File: src/ssp_pkg.sv
`default_nettype none
package ssp_pkg;
	// clock and time base
	localparam int CLK_HZ = 100_000_000;
	localparam int TICK_US = 500; // half-millisecond time base
	localparam int TICK_CYC = CLK_HZ / 1_000_000 * TICK_US;
	localparam int STROBE_MS = 200; // speed strobe width
	localparam int STAGE_MS = 100; // gap between 4-digit stages
	localparam int OSC_STEP_MS = 10; // oscillation period per count
	localparam int WINDOW_MS = 10; // encoder speed window
	localparam int STROBE_TICKS = STROBE_MS * 1000 / TICK_US;
	localparam int STAGE_TICKS = STAGE_MS * 1000 / TICK_US;
	// half period per oscillation count, in ticks
	localparam int OSC_HALF_TICKS = OSC_STEP_MS * 1000 / TICK_US / 2;
	localparam int WINDOW_TICKS = WINDOW_MS * 1000 / TICK_US;
	localparam int WINDOWS_PER_MIN = 60_000 / WINDOW_MS;
	// limits
	localparam logic [13:0] SPEED_MAX = 14'd9999;
	localparam logic [11:0] DRIVE_FULL = 12'd4000; // 10 V in 2.5 mV steps
	localparam int TRIM_LIM = 2047;
	// register byte offsets
	localparam logic [7:0] OFS_CTRL = 8'h00;
	localparam logic [7:0] OFS_RANGE1 = 8'h04; // ranges 1..4 at +4 steps
	localparam logic [7:0] OFS_RESID = 8'h14;
	localparam logic [7:0] OFS_ENC = 8'h18;
	localparam logic [7:0] OFS_SPEED = 8'h1c;
	localparam logic [7:0] OFS_CMD = 8'h20;
	localparam logic [7:0] OFS_STATUS = 8'h24;
	localparam logic [7:0] OFS_POS = 8'h28;
	// field positions
	localparam int STAT_REFUSED_BIT = 26;
	localparam int RESID_OSC_LSB = 8;
	// reset values
	localparam logic [13:0] RANGE_RST = 14'h270f; // 9999
	localparam logic [7:0] RESID_LVL_RST = 8'h01;
	localparam logic [7:0] OSC_RST = 8'h00;
	localparam logic [13:0] ENC_RST = 14'h0000;
	// configuration bits, held in CTRL[6:0]
	typedef struct packed {
		logic count_direction_select;
		logic four_digit_code_enable;
		logic two_digit_code_enable;
		logic speed_change_strobe_enable;
		logic unipolar_select;
		logic drive_sign_select;
		logic residual_drive_enable;
	} ssp_ctrl_s;
	// spindle commands, held in CMD[7:0]
	typedef struct packed {
		logic [1:0] range_sel;
		logic range_change;
		logic threading_cmd;
		logic rigid_tap_cycle;
		logic orientation_cmd;
		logic spin_counterclockwise_cmd;
		logic spin_clockwise_cmd;
	} ssp_cmd_s;
	// codes for speeds 0..9
	localparam logic [7:0] LOW_CODE [10] = '{8'h00, 8'h20, 8'h26, 8'h29,
		8'h32, 8'h34, 8'h35, 8'h36, 8'h38, 8'h39};
	// lower bounds of codes 40..99
	localparam logic [13:0] BOUND [60] = '{14'd10, 14'd12, 14'd13, 14'd14,
		14'd16, 14'd18, 14'd20, 14'd23, 14'd25, 14'd28, 14'd32, 14'd36,
		14'd40, 14'd45, 14'd50, 14'd56, 14'd63, 14'd71, 14'd80, 14'd90,
		14'd100, 14'd112, 14'd125, 14'd140, 14'd160, 14'd180, 14'd200,
		14'd224, 14'd250, 14'd280, 14'd315, 14'd355, 14'd400, 14'd450,
		14'd500, 14'd560, 14'd630, 14'd710, 14'd800, 14'd900, 14'd1000,
		14'd1120, 14'd1250, 14'd1400, 14'd1600, 14'd1800, 14'd2000,
		14'd2240, 14'd2500, 14'd2800, 14'd3150, 14'd3550, 14'd4000,
		14'd4500, 14'd5000, 14'd5600, 14'd6300, 14'd7100, 14'd8000,
		14'd9000};
endpackage
`default_nettype wire

File: src/ssp_spindle_out.sv
`default_nettype none
module ssp_spindle_out #(
	parameter int TICK_CYC = ssp_pkg::TICK_CYC // cycles per 0.5 ms
) (
	input wire logic clk,
	input wire logic srst,
	input wire logic psel,
	input wire logic penable,
	input wire logic pwrite,
	input wire logic [7:0] paddr,
	input wire logic [31:0] pwdata,
	output logic [31:0] prdata,
	output logic pready,
	output logic pslverr,
	input wire logic enc_a,
	input wire logic enc_b,
	output logic signed [15:0] drive_code,
	output logic [7:0] bcd_lines,
	output logic speed_strobe,
	output logic closed_loop
);
	// refused at elaboration: the tick prescaler is 16 bits wide
	if (TICK_CYC < 1 || TICK_CYC > 65535) begin : g_tick_chk
		$error("TICK_CYC out of range");
	end

	// bus and configuration state
	ssp_pkg::ssp_ctrl_s ctrl_r, ctrl_nxt;
	ssp_pkg::ssp_cmd_s cmd_r, cmd_nxt;
	logic [13:0] range_max_r [4];
	logic [13:0] range_max_nxt [4];
	logic [7:0] resid_lvl_r, resid_lvl_nxt;
	logic [7:0] osc_code_r, osc_code_nxt;
	logic [13:0] enc_lines_r, enc_lines_nxt;
	logic [13:0] prog_speed_r, prog_speed_nxt; // already clamped
	logic refused_r, refused_nxt; // sticky, write 1 clears
	logic [31:0] prdata_r, prdata_nxt;
	logic pready_r, pready_nxt;
	logic pslverr_r, pslverr_nxt;
	logic new_speed; // one-cycle pulse on speed write
	logic wr_en;
	logic refuse_ev;
	logic [15:0] pos_r, pos_nxt; // spindle position count
	logic [31:0] status;

	// taken only in the access cycle the slave has answered
	assign wr_en = psel & penable & pready_r & pwrite;
	assign new_speed = wr_en & (paddr == ssp_pkg::OFS_SPEED);
	// feedback-dependent commands with no encoder fitted
	assign refuse_ev = wr_en & (paddr == ssp_pkg::OFS_CMD) &
		(enc_lines_r == 14'h0000) & (|pwdata[4:2]);

	// bus decode, register writes and read mux
	always_comb begin
		ctrl_nxt = ctrl_r;
		cmd_nxt = cmd_r;
		range_max_nxt = range_max_r;
		resid_lvl_nxt = resid_lvl_r;
		osc_code_nxt = osc_code_r;
		enc_lines_nxt = enc_lines_r;
		prog_speed_nxt = prog_speed_r;
		refused_nxt = refused_r;
		// no wait state: ready rises in the first access cycle
		pready_nxt = psel & ~penable;
		pslverr_nxt = 1'b0;
		prdata_nxt = prdata_r;
		if (psel & ~penable) begin
			prdata_nxt = 32'h0000_0000;
			unique case (paddr)
				ssp_pkg::OFS_CTRL: prdata_nxt = {25'h0, ctrl_r};
				8'h04, 8'h08, 8'h0c, 8'h10:
					prdata_nxt = {18'h0, range_max_r[paddr[3:2] - 2'd1]};
				ssp_pkg::OFS_RESID: prdata_nxt = {16'h0, osc_code_r, resid_lvl_r};
				ssp_pkg::OFS_ENC: prdata_nxt = {18'h0, enc_lines_r};
				ssp_pkg::OFS_SPEED: prdata_nxt = {18'h0, prog_speed_r};
				ssp_pkg::OFS_CMD: prdata_nxt = {24'h0, cmd_r};
				ssp_pkg::OFS_STATUS: prdata_nxt = status;
				ssp_pkg::OFS_POS: prdata_nxt = {16'h0, pos_r};
				default: pslverr_nxt = 1'b1; // unmapped address
			endcase
		end
		if (wr_en) begin
			unique case (paddr)
				ssp_pkg::OFS_CTRL: ctrl_nxt = pwdata[6:0];
				8'h04, 8'h08, 8'h0c, 8'h10: begin
					// limits above 9999 are held at 9999
					range_max_nxt[paddr[3:2] - 2'd1] =
						(pwdata[15:0] > 16'd9999) ? ssp_pkg::SPEED_MAX :
						pwdata[13:0];
				end
				ssp_pkg::OFS_RESID: begin
					// code 0 is outside 1..255, kept at the smallest step
					resid_lvl_nxt = (pwdata[7:0] == 8'h00) ? 8'h01 :
						pwdata[7:0];
					osc_code_nxt = pwdata[15:8];
				end
				ssp_pkg::OFS_ENC: enc_lines_nxt =
					(pwdata[15:0] > 16'd9999) ? ssp_pkg::SPEED_MAX :
					pwdata[13:0];
				ssp_pkg::OFS_SPEED: prog_speed_nxt =
					(pwdata[15:0] > 16'd9999) ? ssp_pkg::SPEED_MAX :
					pwdata[13:0];
				ssp_pkg::OFS_CMD: begin
					cmd_nxt = pwdata[7:0];
					// refused commands are dropped, the rest stand
					if (enc_lines_r == 14'h0000) begin
						cmd_nxt.orientation_cmd = 1'b0;
						cmd_nxt.rigid_tap_cycle = 1'b0;
						cmd_nxt.threading_cmd = 1'b0;
					end
				end
				ssp_pkg::OFS_STATUS: begin
					if (pwdata[ssp_pkg::STAT_REFUSED_BIT]) begin
						refused_nxt = 1'b0;
					end
				end
				default: ;
			endcase
		end
		// a new refusal wins over a clear in the same cycle
		if (refuse_ev) begin
			refused_nxt = 1'b1;
		end
	end

	always_ff @(posedge clk) begin
		if (srst) begin
			ctrl_r <= '0;
			cmd_r <= '0;
			for (int i = 0; i < 4; i++) begin
				range_max_r[i] <= ssp_pkg::RANGE_RST;
			end
			resid_lvl_r <= ssp_pkg::RESID_LVL_RST;
			osc_code_r <= ssp_pkg::OSC_RST;
			enc_lines_r <= ssp_pkg::ENC_RST;
			prog_speed_r <= 14'h0000;
			refused_r <= 1'b0;
			prdata_r <= 32'h0000_0000;
			pready_r <= 1'b0;
			pslverr_r <= 1'b0;
		end else begin
			ctrl_r <= ctrl_nxt;
			cmd_r <= cmd_nxt;
			range_max_r <= range_max_nxt;
			resid_lvl_r <= resid_lvl_nxt;
			osc_code_r <= osc_code_nxt;
			enc_lines_r <= enc_lines_nxt;
			prog_speed_r <= prog_speed_nxt;
			refused_r <= refused_nxt;
			prdata_r <= prdata_nxt;
			pready_r <= pready_nxt;
			pslverr_r <= pslverr_nxt;
		end
	end

	// speed limited by the selected gear range
	logic [13:0] range_lim;
	logic [13:0] speed_eff;
	logic coded_mode;
	logic closed_req;
	assign range_lim = range_max_r[cmd_r.range_sel];
	assign speed_eff = (prog_speed_r > range_lim) ? range_lim : prog_speed_r;
	assign coded_mode = ctrl_r.two_digit_code_enable |
		ctrl_r.four_digit_code_enable;
	// orient and tap run closed loop only with an encoder fitted
	assign closed_req = (cmd_r.orientation_cmd | cmd_r.rigid_tap_cycle) &
		(enc_lines_r != 14'h0000);

	// half-millisecond tick, strobe, stage and oscillation timers
	logic [15:0] pre_r, pre_nxt;
	logic tick;
	logic [8:0] strobe_cnt_r, strobe_cnt_nxt;
	logic [8:0] stage_cnt_r, stage_cnt_nxt;
	logic stage2_r, stage2_nxt; // second 4-digit stage shown
	logic [11:0] osc_cnt_r, osc_cnt_nxt;
	logic osc_neg_r, osc_neg_nxt;
	logic [11:0] osc_half;
	assign tick = (pre_r == 16'(TICK_CYC - 1));
	assign osc_half = 12'(osc_code_r * ssp_pkg::OSC_HALF_TICKS);

	always_comb begin
		pre_nxt = tick ? 16'h0000 : pre_r + 16'h0001;
		strobe_cnt_nxt = strobe_cnt_r;
		stage_cnt_nxt = stage_cnt_r;
		stage2_nxt = stage2_r;
		osc_cnt_nxt = osc_cnt_r;
		osc_neg_nxt = osc_neg_r;
		if (new_speed) begin
			// coded modes always strobe, analog only when enabled
			if (ctrl_r.speed_change_strobe_enable | coded_mode) begin
				strobe_cnt_nxt = 9'(ssp_pkg::STROBE_TICKS);
			end
			stage_cnt_nxt = 9'(ssp_pkg::STAGE_TICKS);
			stage2_nxt = 1'b0;
		end else if (tick) begin
			if (strobe_cnt_r != 9'h000) begin
				strobe_cnt_nxt = strobe_cnt_r - 9'h001;
			end
			if (stage_cnt_r != 9'h000) begin
				stage_cnt_nxt = stage_cnt_r - 9'h001;
				stage2_nxt = (stage_cnt_r == 9'h001);
			end
		end
		// codes 0 and 1 hold one direction; others toggle each half
		if (!cmd_r.range_change || osc_code_r < 8'h02) begin
			osc_cnt_nxt = 12'h000;
			osc_neg_nxt = (osc_code_r == 8'h01);
		end else if (tick) begin
			if (osc_cnt_r >= osc_half - 12'h001) begin
				osc_cnt_nxt = 12'h000;
				osc_neg_nxt = ~osc_neg_r;
			end else begin
				osc_cnt_nxt = osc_cnt_r + 12'h001;
			end
		end
	end

	always_ff @(posedge clk) begin
		if (srst) begin
			pre_r <= 16'h0000;
			strobe_cnt_r <= 9'h000;
			stage_cnt_r <= 9'h000;
			stage2_r <= 1'b0;
			osc_cnt_r <= 12'h000;
			osc_neg_r <= 1'b0;
		end else begin
			pre_r <= pre_nxt;
			strobe_cnt_r <= strobe_cnt_nxt;
			stage_cnt_r <= stage_cnt_nxt;
			stage2_r <= stage2_nxt;
			osc_cnt_r <= osc_cnt_nxt;
			osc_neg_r <= osc_neg_nxt;
		end
	end

	// quadrature decode, position count and windowed pulse rate
	logic a_r, b_r;
	logic [15:0] win_pulses_r, win_pulses_nxt;
	logic [15:0] rate_r, rate_nxt; // edges in last 10 ms window
	logic [4:0] win_cnt_r, win_cnt_nxt;
	logic step, up;
	assign step = (enc_a ^ a_r) | (enc_b ^ b_r);
	// a leading b counts up; the direction bit swaps that sense
	assign up = ((enc_a ^ b_r) ^ ctrl_r.count_direction_select);

	always_comb begin
		pos_nxt = pos_r;
		win_pulses_nxt = win_pulses_r;
		rate_nxt = rate_r;
		win_cnt_nxt = win_cnt_r;
		if (step) begin
			pos_nxt = up ? pos_r + 16'h0001 : pos_r - 16'h0001;
			win_pulses_nxt = win_pulses_r + 16'h0001;
		end
		if (tick) begin
			if (win_cnt_r == 5'(ssp_pkg::WINDOW_TICKS - 1)) begin
				win_cnt_nxt = 5'h00;
				rate_nxt = win_pulses_nxt;
				win_pulses_nxt = 16'h0000;
			end else begin
				win_cnt_nxt = win_cnt_r + 5'h01;
			end
		end
	end

	always_ff @(posedge clk) begin
		if (srst) begin
			a_r <= 1'b0;
			b_r <= 1'b0;
			pos_r <= 16'h0000;
			win_pulses_r <= 16'h0000;
			rate_r <= 16'h0000;
			win_cnt_r <= 5'h00;
		end else begin
			a_r <= enc_a;
			b_r <= enc_b;
			pos_r <= pos_nxt;
			win_pulses_r <= win_pulses_nxt;
			rate_r <= rate_nxt;
			win_cnt_r <= win_cnt_nxt;
		end
	end

	// serial divider: level = speed * full scale / range limit
	logic [4:0] div_cnt_r, div_cnt_nxt;
	logic [25:0] num_r, num_nxt;
	logic [14:0] rem_r, rem_nxt;
	logic [25:0] quo_r, quo_nxt;
	logic [11:0] run_lvl_r, run_lvl_nxt;
	logic signed [12:0] trim_r, trim_nxt;
	logic [14:0] rem_sh;
	logic [31:0] meas_ppm, want_ppm;
	assign rem_sh = {rem_r[13:0], num_r[25]};
	assign meas_ppm = rate_r * 32'(ssp_pkg::WINDOWS_PER_MIN);
	// x4 decode gives four edges per encoder line
	assign want_ppm = speed_eff * enc_lines_r * 32'd4;

	always_comb begin
		div_cnt_nxt = div_cnt_r + 5'h01;
		num_nxt = {num_r[24:0], 1'b0};
		rem_nxt = rem_sh;
		quo_nxt = {quo_r[24:0], 1'b0};
		run_lvl_nxt = run_lvl_r;
		trim_nxt = trim_r;
		// compare first so the last quotient bit reaches the level
		if (div_cnt_r != 5'd0 && rem_sh >= {1'b0, range_lim}) begin
			rem_nxt = rem_sh - {1'b0, range_lim};
			quo_nxt[0] = 1'b1;
		end
		if (div_cnt_r == 5'd0) begin
			// restarts forever; a new speed settles within two passes
			num_nxt = 26'(speed_eff) * ssp_pkg::DRIVE_FULL;
			rem_nxt = 15'h0000;
			quo_nxt = 26'h0;
		end else if (div_cnt_r == 5'd26) begin
			div_cnt_nxt = 5'd0;
			run_lvl_nxt = (range_lim == 14'h0000) ? 12'h000 :
				quo_nxt[11:0];
		end
		// closed loop nudges drive once per window toward target
		if (!closed_req) begin
			trim_nxt = 13'sh0000;
		end else if (tick && win_cnt_r == 5'h00) begin
			if (meas_ppm < want_ppm && trim_r < 13'sd2047) begin
				trim_nxt = trim_r + 13'sd1;
			end else if (meas_ppm > want_ppm && trim_r > -13'sd2047) begin
				trim_nxt = trim_r - 13'sd1;
			end
		end
	end

	always_ff @(posedge clk) begin
		if (srst) begin
			div_cnt_r <= 5'd0;
			num_r <= 26'h0;
			rem_r <= 15'h0000;
			quo_r <= 26'h0;
			run_lvl_r <= 12'h000;
			trim_r <= 13'sh0000;
		end else begin
			div_cnt_r <= div_cnt_nxt;
			num_r <= num_nxt;
			rem_r <= rem_nxt;
			quo_r <= quo_nxt;
			run_lvl_r <= run_lvl_nxt;
			trim_r <= trim_nxt;
		end
	end

	// speed to two-digit code through the range table
	function automatic logic [7:0] two_digit(input logic [13:0] s);
		logic [6:0] n;
		n = 7'd39;
		for (int i = 0; i < 60; i++) begin
			if (s >= ssp_pkg::BOUND[i]) begin
				n = n + 7'd1;
			end
		end
		if (s < 14'd10) begin
			return ssp_pkg::LOW_CODE[s[3:0]];
		end
		return {4'(n / 7'd10), 4'(n % 7'd10)};
	endfunction

	// binary speed to four 8-4-2-1 digits
	function automatic logic [15:0] four_digit(input logic [13:0] s);
		logic [15:0] d;
		d = 16'h0000;
		for (int i = 13; i >= 0; i--) begin
			for (int k = 0; k < 4; k++) begin
				if (d[k*4 +: 4] > 4'd4) begin
					d[k*4 +: 4] = d[k*4 +: 4] + 4'd3;
				end
			end
			d = {d[14:0], s[i]};
		end
		return d;
	endfunction

	// output stage: drive code, coded lines, strobe, loop flag
	logic signed [15:0] drive_nxt;
	logic [7:0] bcd_nxt;
	logic [15:0] digits;
	logic [12:0] mag;
	logic neg;
	logic signed [13:0] sum;
	assign digits = four_digit(prog_speed_r);
	assign sum = $signed({2'b00, run_lvl_r}) + 14'(trim_r);

	always_comb begin
		mag = 13'h0000;
		neg = 1'b0;
		if (cmd_r.range_change) begin
			// range change: residual level or none, oscillating sign
			mag = ctrl_r.residual_drive_enable ?
				{5'h00, resid_lvl_r} : 13'h0000;
			neg = osc_neg_r;
		end else if (cmd_r.spin_clockwise_cmd |
			cmd_r.spin_counterclockwise_cmd | closed_req) begin
			mag = (sum < 14'sd0) ? 13'h0000 :
				(sum > 14'sd4000) ? 13'd4000 : sum[12:0];
			neg = cmd_r.spin_counterclockwise_cmd &
				~ctrl_r.unipolar_select;
		end
		neg = neg ^ ctrl_r.drive_sign_select;
		if (coded_mode) begin
			mag = 13'h0000; // analog idle while coded output in use
		end
		drive_nxt = neg ? -$signed({3'b000, mag}) : $signed({3'b000, mag});
		bcd_nxt = 8'h00;
		if (ctrl_r.two_digit_code_enable) begin
			bcd_nxt = two_digit(prog_speed_r);
		end else if (ctrl_r.four_digit_code_enable) begin
			// upper nibble hundreds then units, lower thousands then tens
			bcd_nxt = stage2_r ? {digits[3:0], digits[7:4]} :
				{digits[11:8], digits[15:12]};
		end
	end

	always_ff @(posedge clk) begin
		if (srst) begin
			drive_code <= 16'sh0000;
			bcd_lines <= 8'h00;
			speed_strobe <= 1'b0;
			closed_loop <= 1'b0;
		end else begin
			drive_code <= drive_nxt;
			bcd_lines <= bcd_nxt;
			speed_strobe <= (strobe_cnt_r != 9'h000);
			closed_loop <= closed_req;
		end
	end

	assign status = {4'h0, osc_neg_r, refused_r, closed_loop, speed_strobe,
		bcd_lines, drive_code};
	assign prdata = prdata_r;
	assign pready = pready_r;
	assign pslverr = pslverr_r;
endmodule // ssp_spindle_out
`default_nettype wire

File: config.mk
export PLATFORM = sky130hd
export DESIGN_NAME = ssp_spindle_out
export DESIGN_NICKNAME = d
export VERILOG_FILES = /design/src/ssp_pkg.sv /design/src/ssp_spindle_out.sv
export SDC_FILE = /design/constraint.sdc
export NUM_CORES = 2
export LEC_CHECK = 0
export BUFFER_PORTS_ARGS = -buffer_cell sky130_fd_sc_hd__buf_2
export CORE_ASPECT_RATIO = 1.4
export CORE_MARGIN = 5
export CORE_UTILIZATION = 40
export DETAILED_ROUTE_END_ITERATION = 8
export SLEW_MARGIN = 20
export SYNTH_ARGS = -nofsm -noshare
export SYNTH_HDL_FRONTEND = slang
export SYNTH_SLANG_ARGS = --single-unit
File: constraint.sdc
create_clock -name clk -period 32.8 [get_ports clk]
set_input_delay 3.28 -clock clk [delete_from_list [all_inputs] [get_ports clk]]
set_output_delay 3.28 -clock clk [all_outputs]
set_load 0.02 [all_outputs]
==> flow_metrics.tcl <==
set metrics [dict create \
    finalHoldViolations 0 \
    yosys_most_used_dff "sky130_fd_sc_hd__dfxtp_1" \
    yosys_warnings 0 \
    ys_types 124 \
    worst-endpoint-required_ns 33.21 \
    yosysTopAreaCellShare_pct 16.0 \
    drt_first_iter_violations 2211 \
    routed-via-count 39000 \
    worst_hold_path_class "reg2reg" \
    row_count 144 \
    synth-seq-cells 351 \
    critical_path.endpoint_type "flip-flop" \
    first_global_vias 39000 \
    final_cell_area_sq_mm 0.0503 \
    place_area_sq_mm 0.0479 \
    clk_root_buffer_cell "sky130_fd_sc_hd__clkbuf_16" \
    worstReg2RegEnd "bcd_lines[3]$_SDFF_PP0_" \
    run_status "finished, violations left" \
    die-width_um 290 \
    arrival_ns 34.45 \
    num-nets-final 6451 \
    cts_buffers 35 \
    clkSlewWorstSetupHoldPaths_ns 0.07 \
    ir_drop_worst_case_vdd_mv 0.0690 \
    reg2reg_depth 209 \
    power-per-cell-area_mw_per_mm2 19.4 \
    hold_slack_ns 0.434 \
    timing.final.setup_violations 7 \
    static_leakage_nw 22.9 \
    syn_to_final_growth_pct 14.3 \
    grt_antenna_before_repair 9 \
    crit_top_cell "sky130_fd_sc_hd__ha_1" \
    worst_hold_path.endpoint "num_r[7]$_SDFF_PP0_" \
    avgSynthCellArea_sq_um 8.11 \
    synthTopCellsByArea "sky130_fd_sc_hd__dfxtp_1 16%, sky130_fd_sc_hd__ha_1 13%, sky130_fd_sc_hd__fa_1 12%" \
    cts.htree.levels 2 \
    detail_route.wirelength_mm 123 \
    postSynthCellCount 5426 \
    route.detailed.wl_per_inst_um 17.2 \
    cpPeakStageDelay_ns 0.50 \
    min_delay_path_depth 2 \
    yosysTopAreaCell "sky130_fd_sc_hd__dfxtp_1" \
    holdCritStartpoint "num_r[6]$_SDFF_PP0_" \
    yosysMostFrequentCell "sky130_fd_sc_hd__nand2_1" \
    initial_core_util_pct 40.1 \
    final.period_utilization_pct 104 \
    finalWeightedCongestion 0.883 \
    crit_type "reg2reg" \
    drtAntennaViolNets 0 \
    die_area_sq_mm 0.117 \
    clockPowerShare_pct 42.5 \
    critPathBufInv 15 \
    totalNegativeSetupSlack_ns -7.53 \
    violations "setup timing" \
    intPower_mw 0.714 \
    max_cap_viol_count 0 \
    reg2reg_from "prog_speed_r[12]$_SDFFE_PP0P_" \
    grt_first_pass_wirelength_mm 199 \
    timing.critical_path.fanout_max 4 \
    synth-async-reset-ratio_pct 0 \
    layout_setup_ws_ns -1.24 \
    final_max_slew_viol_count 0 \
    ys_seq_area_share_pct 16.0 \
    track_usage_pct 20.2 \
    post-route-drc-count 0 \
    grt.overflow.total 0 \
    dieHeight_um 402 \
    grt_setup_unrepaired "yes" \
    power.combinational.fraction_pct 11.6 \
    num_io_pins 107 \
    crit_family "adder cells" \
    clock_sinks 351 \
    hpwl_mm 96.6 \
    power_switching_mw 0.261 \
    synth_common_cells "540 x sky130_fd_sc_hd__nand2_1, 528 x sky130_fd_sc_hd__nor2_1, 516 x sky130_fd_sc_hd__inv_1" \
    worstSkewPairLatency_ns 0.56 \
    p_seq_share_pct 45.9 \
    syn_area_sq_mm 0.0440 \
    max_freq_mhz 29.4 \
    relSlewSlack_pct 24.7 \
    worst-slew-pin-transition_ns 1.13 \
    critical-path-slowest-cell "sky130_fd_sc_hd__or4_4" \
    first_pass_iters 6 \
    route.detailed.vias_per_inst 5.44 \
    power.switching_fraction_pct 26.8 \
    cts_tree "yes" \
    worst_setup_path_start_kind "flip-flop" \
    final_layout_size_suffix_gt1_share_pct 14.5 \
    r2r_setup_slack_ns -1.24 \
    timing.final.crit_period_ns 34.04 \
    clockBufferDepth 3 \
    grt_max_degree 82 \
    finalClockSkew_ns 0.0354 \
    core_region_area_sq_mm 0.110 \
    synth-edff-count 0 \
    place.port_buffers 87 \
]
## worst reg2reg max path, delay by kind of cell, from the launching register on
| family | cells | cell delay, ns |
|---|---|---|
| fa+ha+maj | 57 | 15.09 |
| simple gates | 71 | 7.95 |
| compound gates | 54 | 7.02 |
| mux | 8 | 1.74 |
| buf+inv | 15 | 1.09 |
| xor+xnor | 4 | 0.66 |
| flops | 1 | 0.34 |
## power by group through the flow
stage	clock, mW	sequential (mW)	combinational [mW]
floorplan	0	0.455	0.0828
global placement	0	0.457	0.108
detailed placement	0	0.457	0.110
CTS	0.426	0.447	0.112
global route	0.441	0.449	0.125
finish	0.415	0.448	0.113
## worst max-delay path by stage
stage,from,endpoint,depth (start not counted)
floorplan,prog_speed_r[11]$_SDFFE_PP0P_,bcd_lines[2]$_SDFF_PP0_,211
global placement,prog_speed_r[13]$_SDFFE_PP0P_,bcd_lines[2]$_SDFF_PP0_,208
detailed placement,prog_speed_r[13]$_SDFFE_PP0P_,bcd_lines[2]$_SDFF_PP0_,208
CTS,prog_speed_r[11]$_SDFFE_PP0P_,bcd_lines[2]$_SDFF_PP0_,209
global route,prog_speed_r[12]$_SDFFE_PP0P_,bcd_lines[3]$_SDFF_PP0_,208
finish,prog_speed_r[12]$_SDFFE_PP0P_,bcd_lines[3]$_SDFF_PP0_,209
## cell usage in the layout (no fill, tap or decap), types with 19 or more instances in the layout
cell and n:
sky130_fd_sc_hd__o21bai_1 66, sky130_fd_sc_hd__nand2b_1 52, sky130_fd_sc_hd__inv_1 505, sky130_fd_sc_hd__a22oi_1 24
sky130_fd_sc_hd__a222oi_1 21, sky130_fd_sc_hd__or3_1 31, sky130_fd_sc_hd__nand2_1 510, sky130_fd_sc_hd__buf_4 348
sky130_fd_sc_hd__nor4_1 33, sky130_fd_sc_hd__nand4_1 45, sky130_fd_sc_hd__fa_1 260, sky130_fd_sc_hd__mux2i_1 72
sky130_fd_sc_hd__xor2_1 151, sky130_fd_sc_hd__o211ai_1 23, sky130_fd_sc_hd__and2_1 130, sky130_fd_sc_hd__a211o_1 38
sky130_fd_sc_hd__xnor2_1 276, sky130_fd_sc_hd__dfxtp_1 347, sky130_fd_sc_hd__a31oi_1 22, sky130_fd_sc_hd__nor3_1 110
sky130_fd_sc_hd__xnor3_1 20, sky130_fd_sc_hd__a211oi_1 69, sky130_fd_sc_hd__ha_4 28, sky130_fd_sc_hd__nand2_2 24
sky130_fd_sc_hd__ha_1 437, sky130_fd_sc_hd__nand3_1 114, sky130_fd_sc_hd__nor2b_1 45, sky130_fd_sc_hd__buf_2 86
sky130_fd_sc_hd__clkbuf_16 35, sky130_fd_sc_hd__mux4_2 28, sky130_fd_sc_hd__o21ai_1 33, sky130_fd_sc_hd__nor2_1 514
sky130_fd_sc_hd__o21a_1 19, sky130_fd_sc_hd__o31ai_1 19, sky130_fd_sc_hd__a21o_1 70, sky130_fd_sc_hd__o21ai_0 145
sky130_fd_sc_hd__a21oi_1 390, sky130_fd_sc_hd__and3_1 34, sky130_fd_sc_hd__mux2_2 24
## metrics by stage
step | setup WS (ns) | util [%] | power (mW) | cells
floorplan | -1.83 | - | 0.538 | 5429
global placement | -1.93 | 43.7 | 0.564 | 7026
detailed placement | -2.52 | 43.7 | 0.567 | 7026
CTS | -1.50 | 45.1 | 0.985 | 7123
global route | -2.90 | 45.8 | 1.01 | 7160
finish | -1.24 | 45.8 | 0.976 | 7163
## layer usage
metal | global-route usage, % | share of wire, % | wire length, um | up-vias
met3 | 2.15 | 3.9 | 4760 | 273
met4 | 7.42 | 4.2 | 5140 | 10
li1 | - | - | - | 19200
met1 | 22.6 | 39 | 48100 | 18800
met2 | 39.3 | 53 | 64800 | 789
met5 | 0 | 0.060 | 74 | -
## area by class of cell
cell class              instances  area [sq um]
well taps                    1460          1830
multi-input cells            4328         35200
diodes                          3          7.51
clock inverters                14           173
inverters                     524          1970
flip-flops and latches        351          7030
clock buffers                  44           980
fillers                     10800         59400
repair buffers                439          3120
## cell families (layout without fill, tap and decap cells)
kind of cell               count (synthesis)  count (layout)  share of synthesized area [%]
AOI/OAI and AO/OA                       1162            1162                           17.3
xor gates and xnor gates                 493             493                           11.5
adders and majority gates                730             730                           25.2
buffers and inverters                    750            1021                           6.56
DFF                                      351             351                           16.0
muxes                                    138             138                           4.09
other                                      1               7                        0.00852
and+or+nand+nor                         1801            1801                           19.4
## state kept, by name (all words and copies together) (netlist names), 9 cells and up
| name | flops |
|---|---|
| stage_cnt_r | 9 |
| pos_r | 16 |
| run_lvl_r | 12 |
| osc_cnt_r | 12 |
| strobe_cnt_r | 9 |
| quo_r | 11 |
| num_r | 21 |
| prog_speed_r | 14 |
| pre_r | 16 |
| win_pulses_r | 16 |
| rate_r | 16 |
| trim_r | 13 |
| drive_code | 16 |
| range_max_r | 56 |
| prdata | 28 |
| enc_lines_r | 14 |
| rem_r | 14 |
## repair_timing
item | CTS | global route
pin swaps | 52 | 75
hold buffers | 0 | 0
setup endpoints to repair | 7 | 7
hold endpoints to repair | 0 | 0
resized for setup | 33 | 86
buffers inserted | 39 | 38
Note: power is estimated with default switching activity, not from simulation.
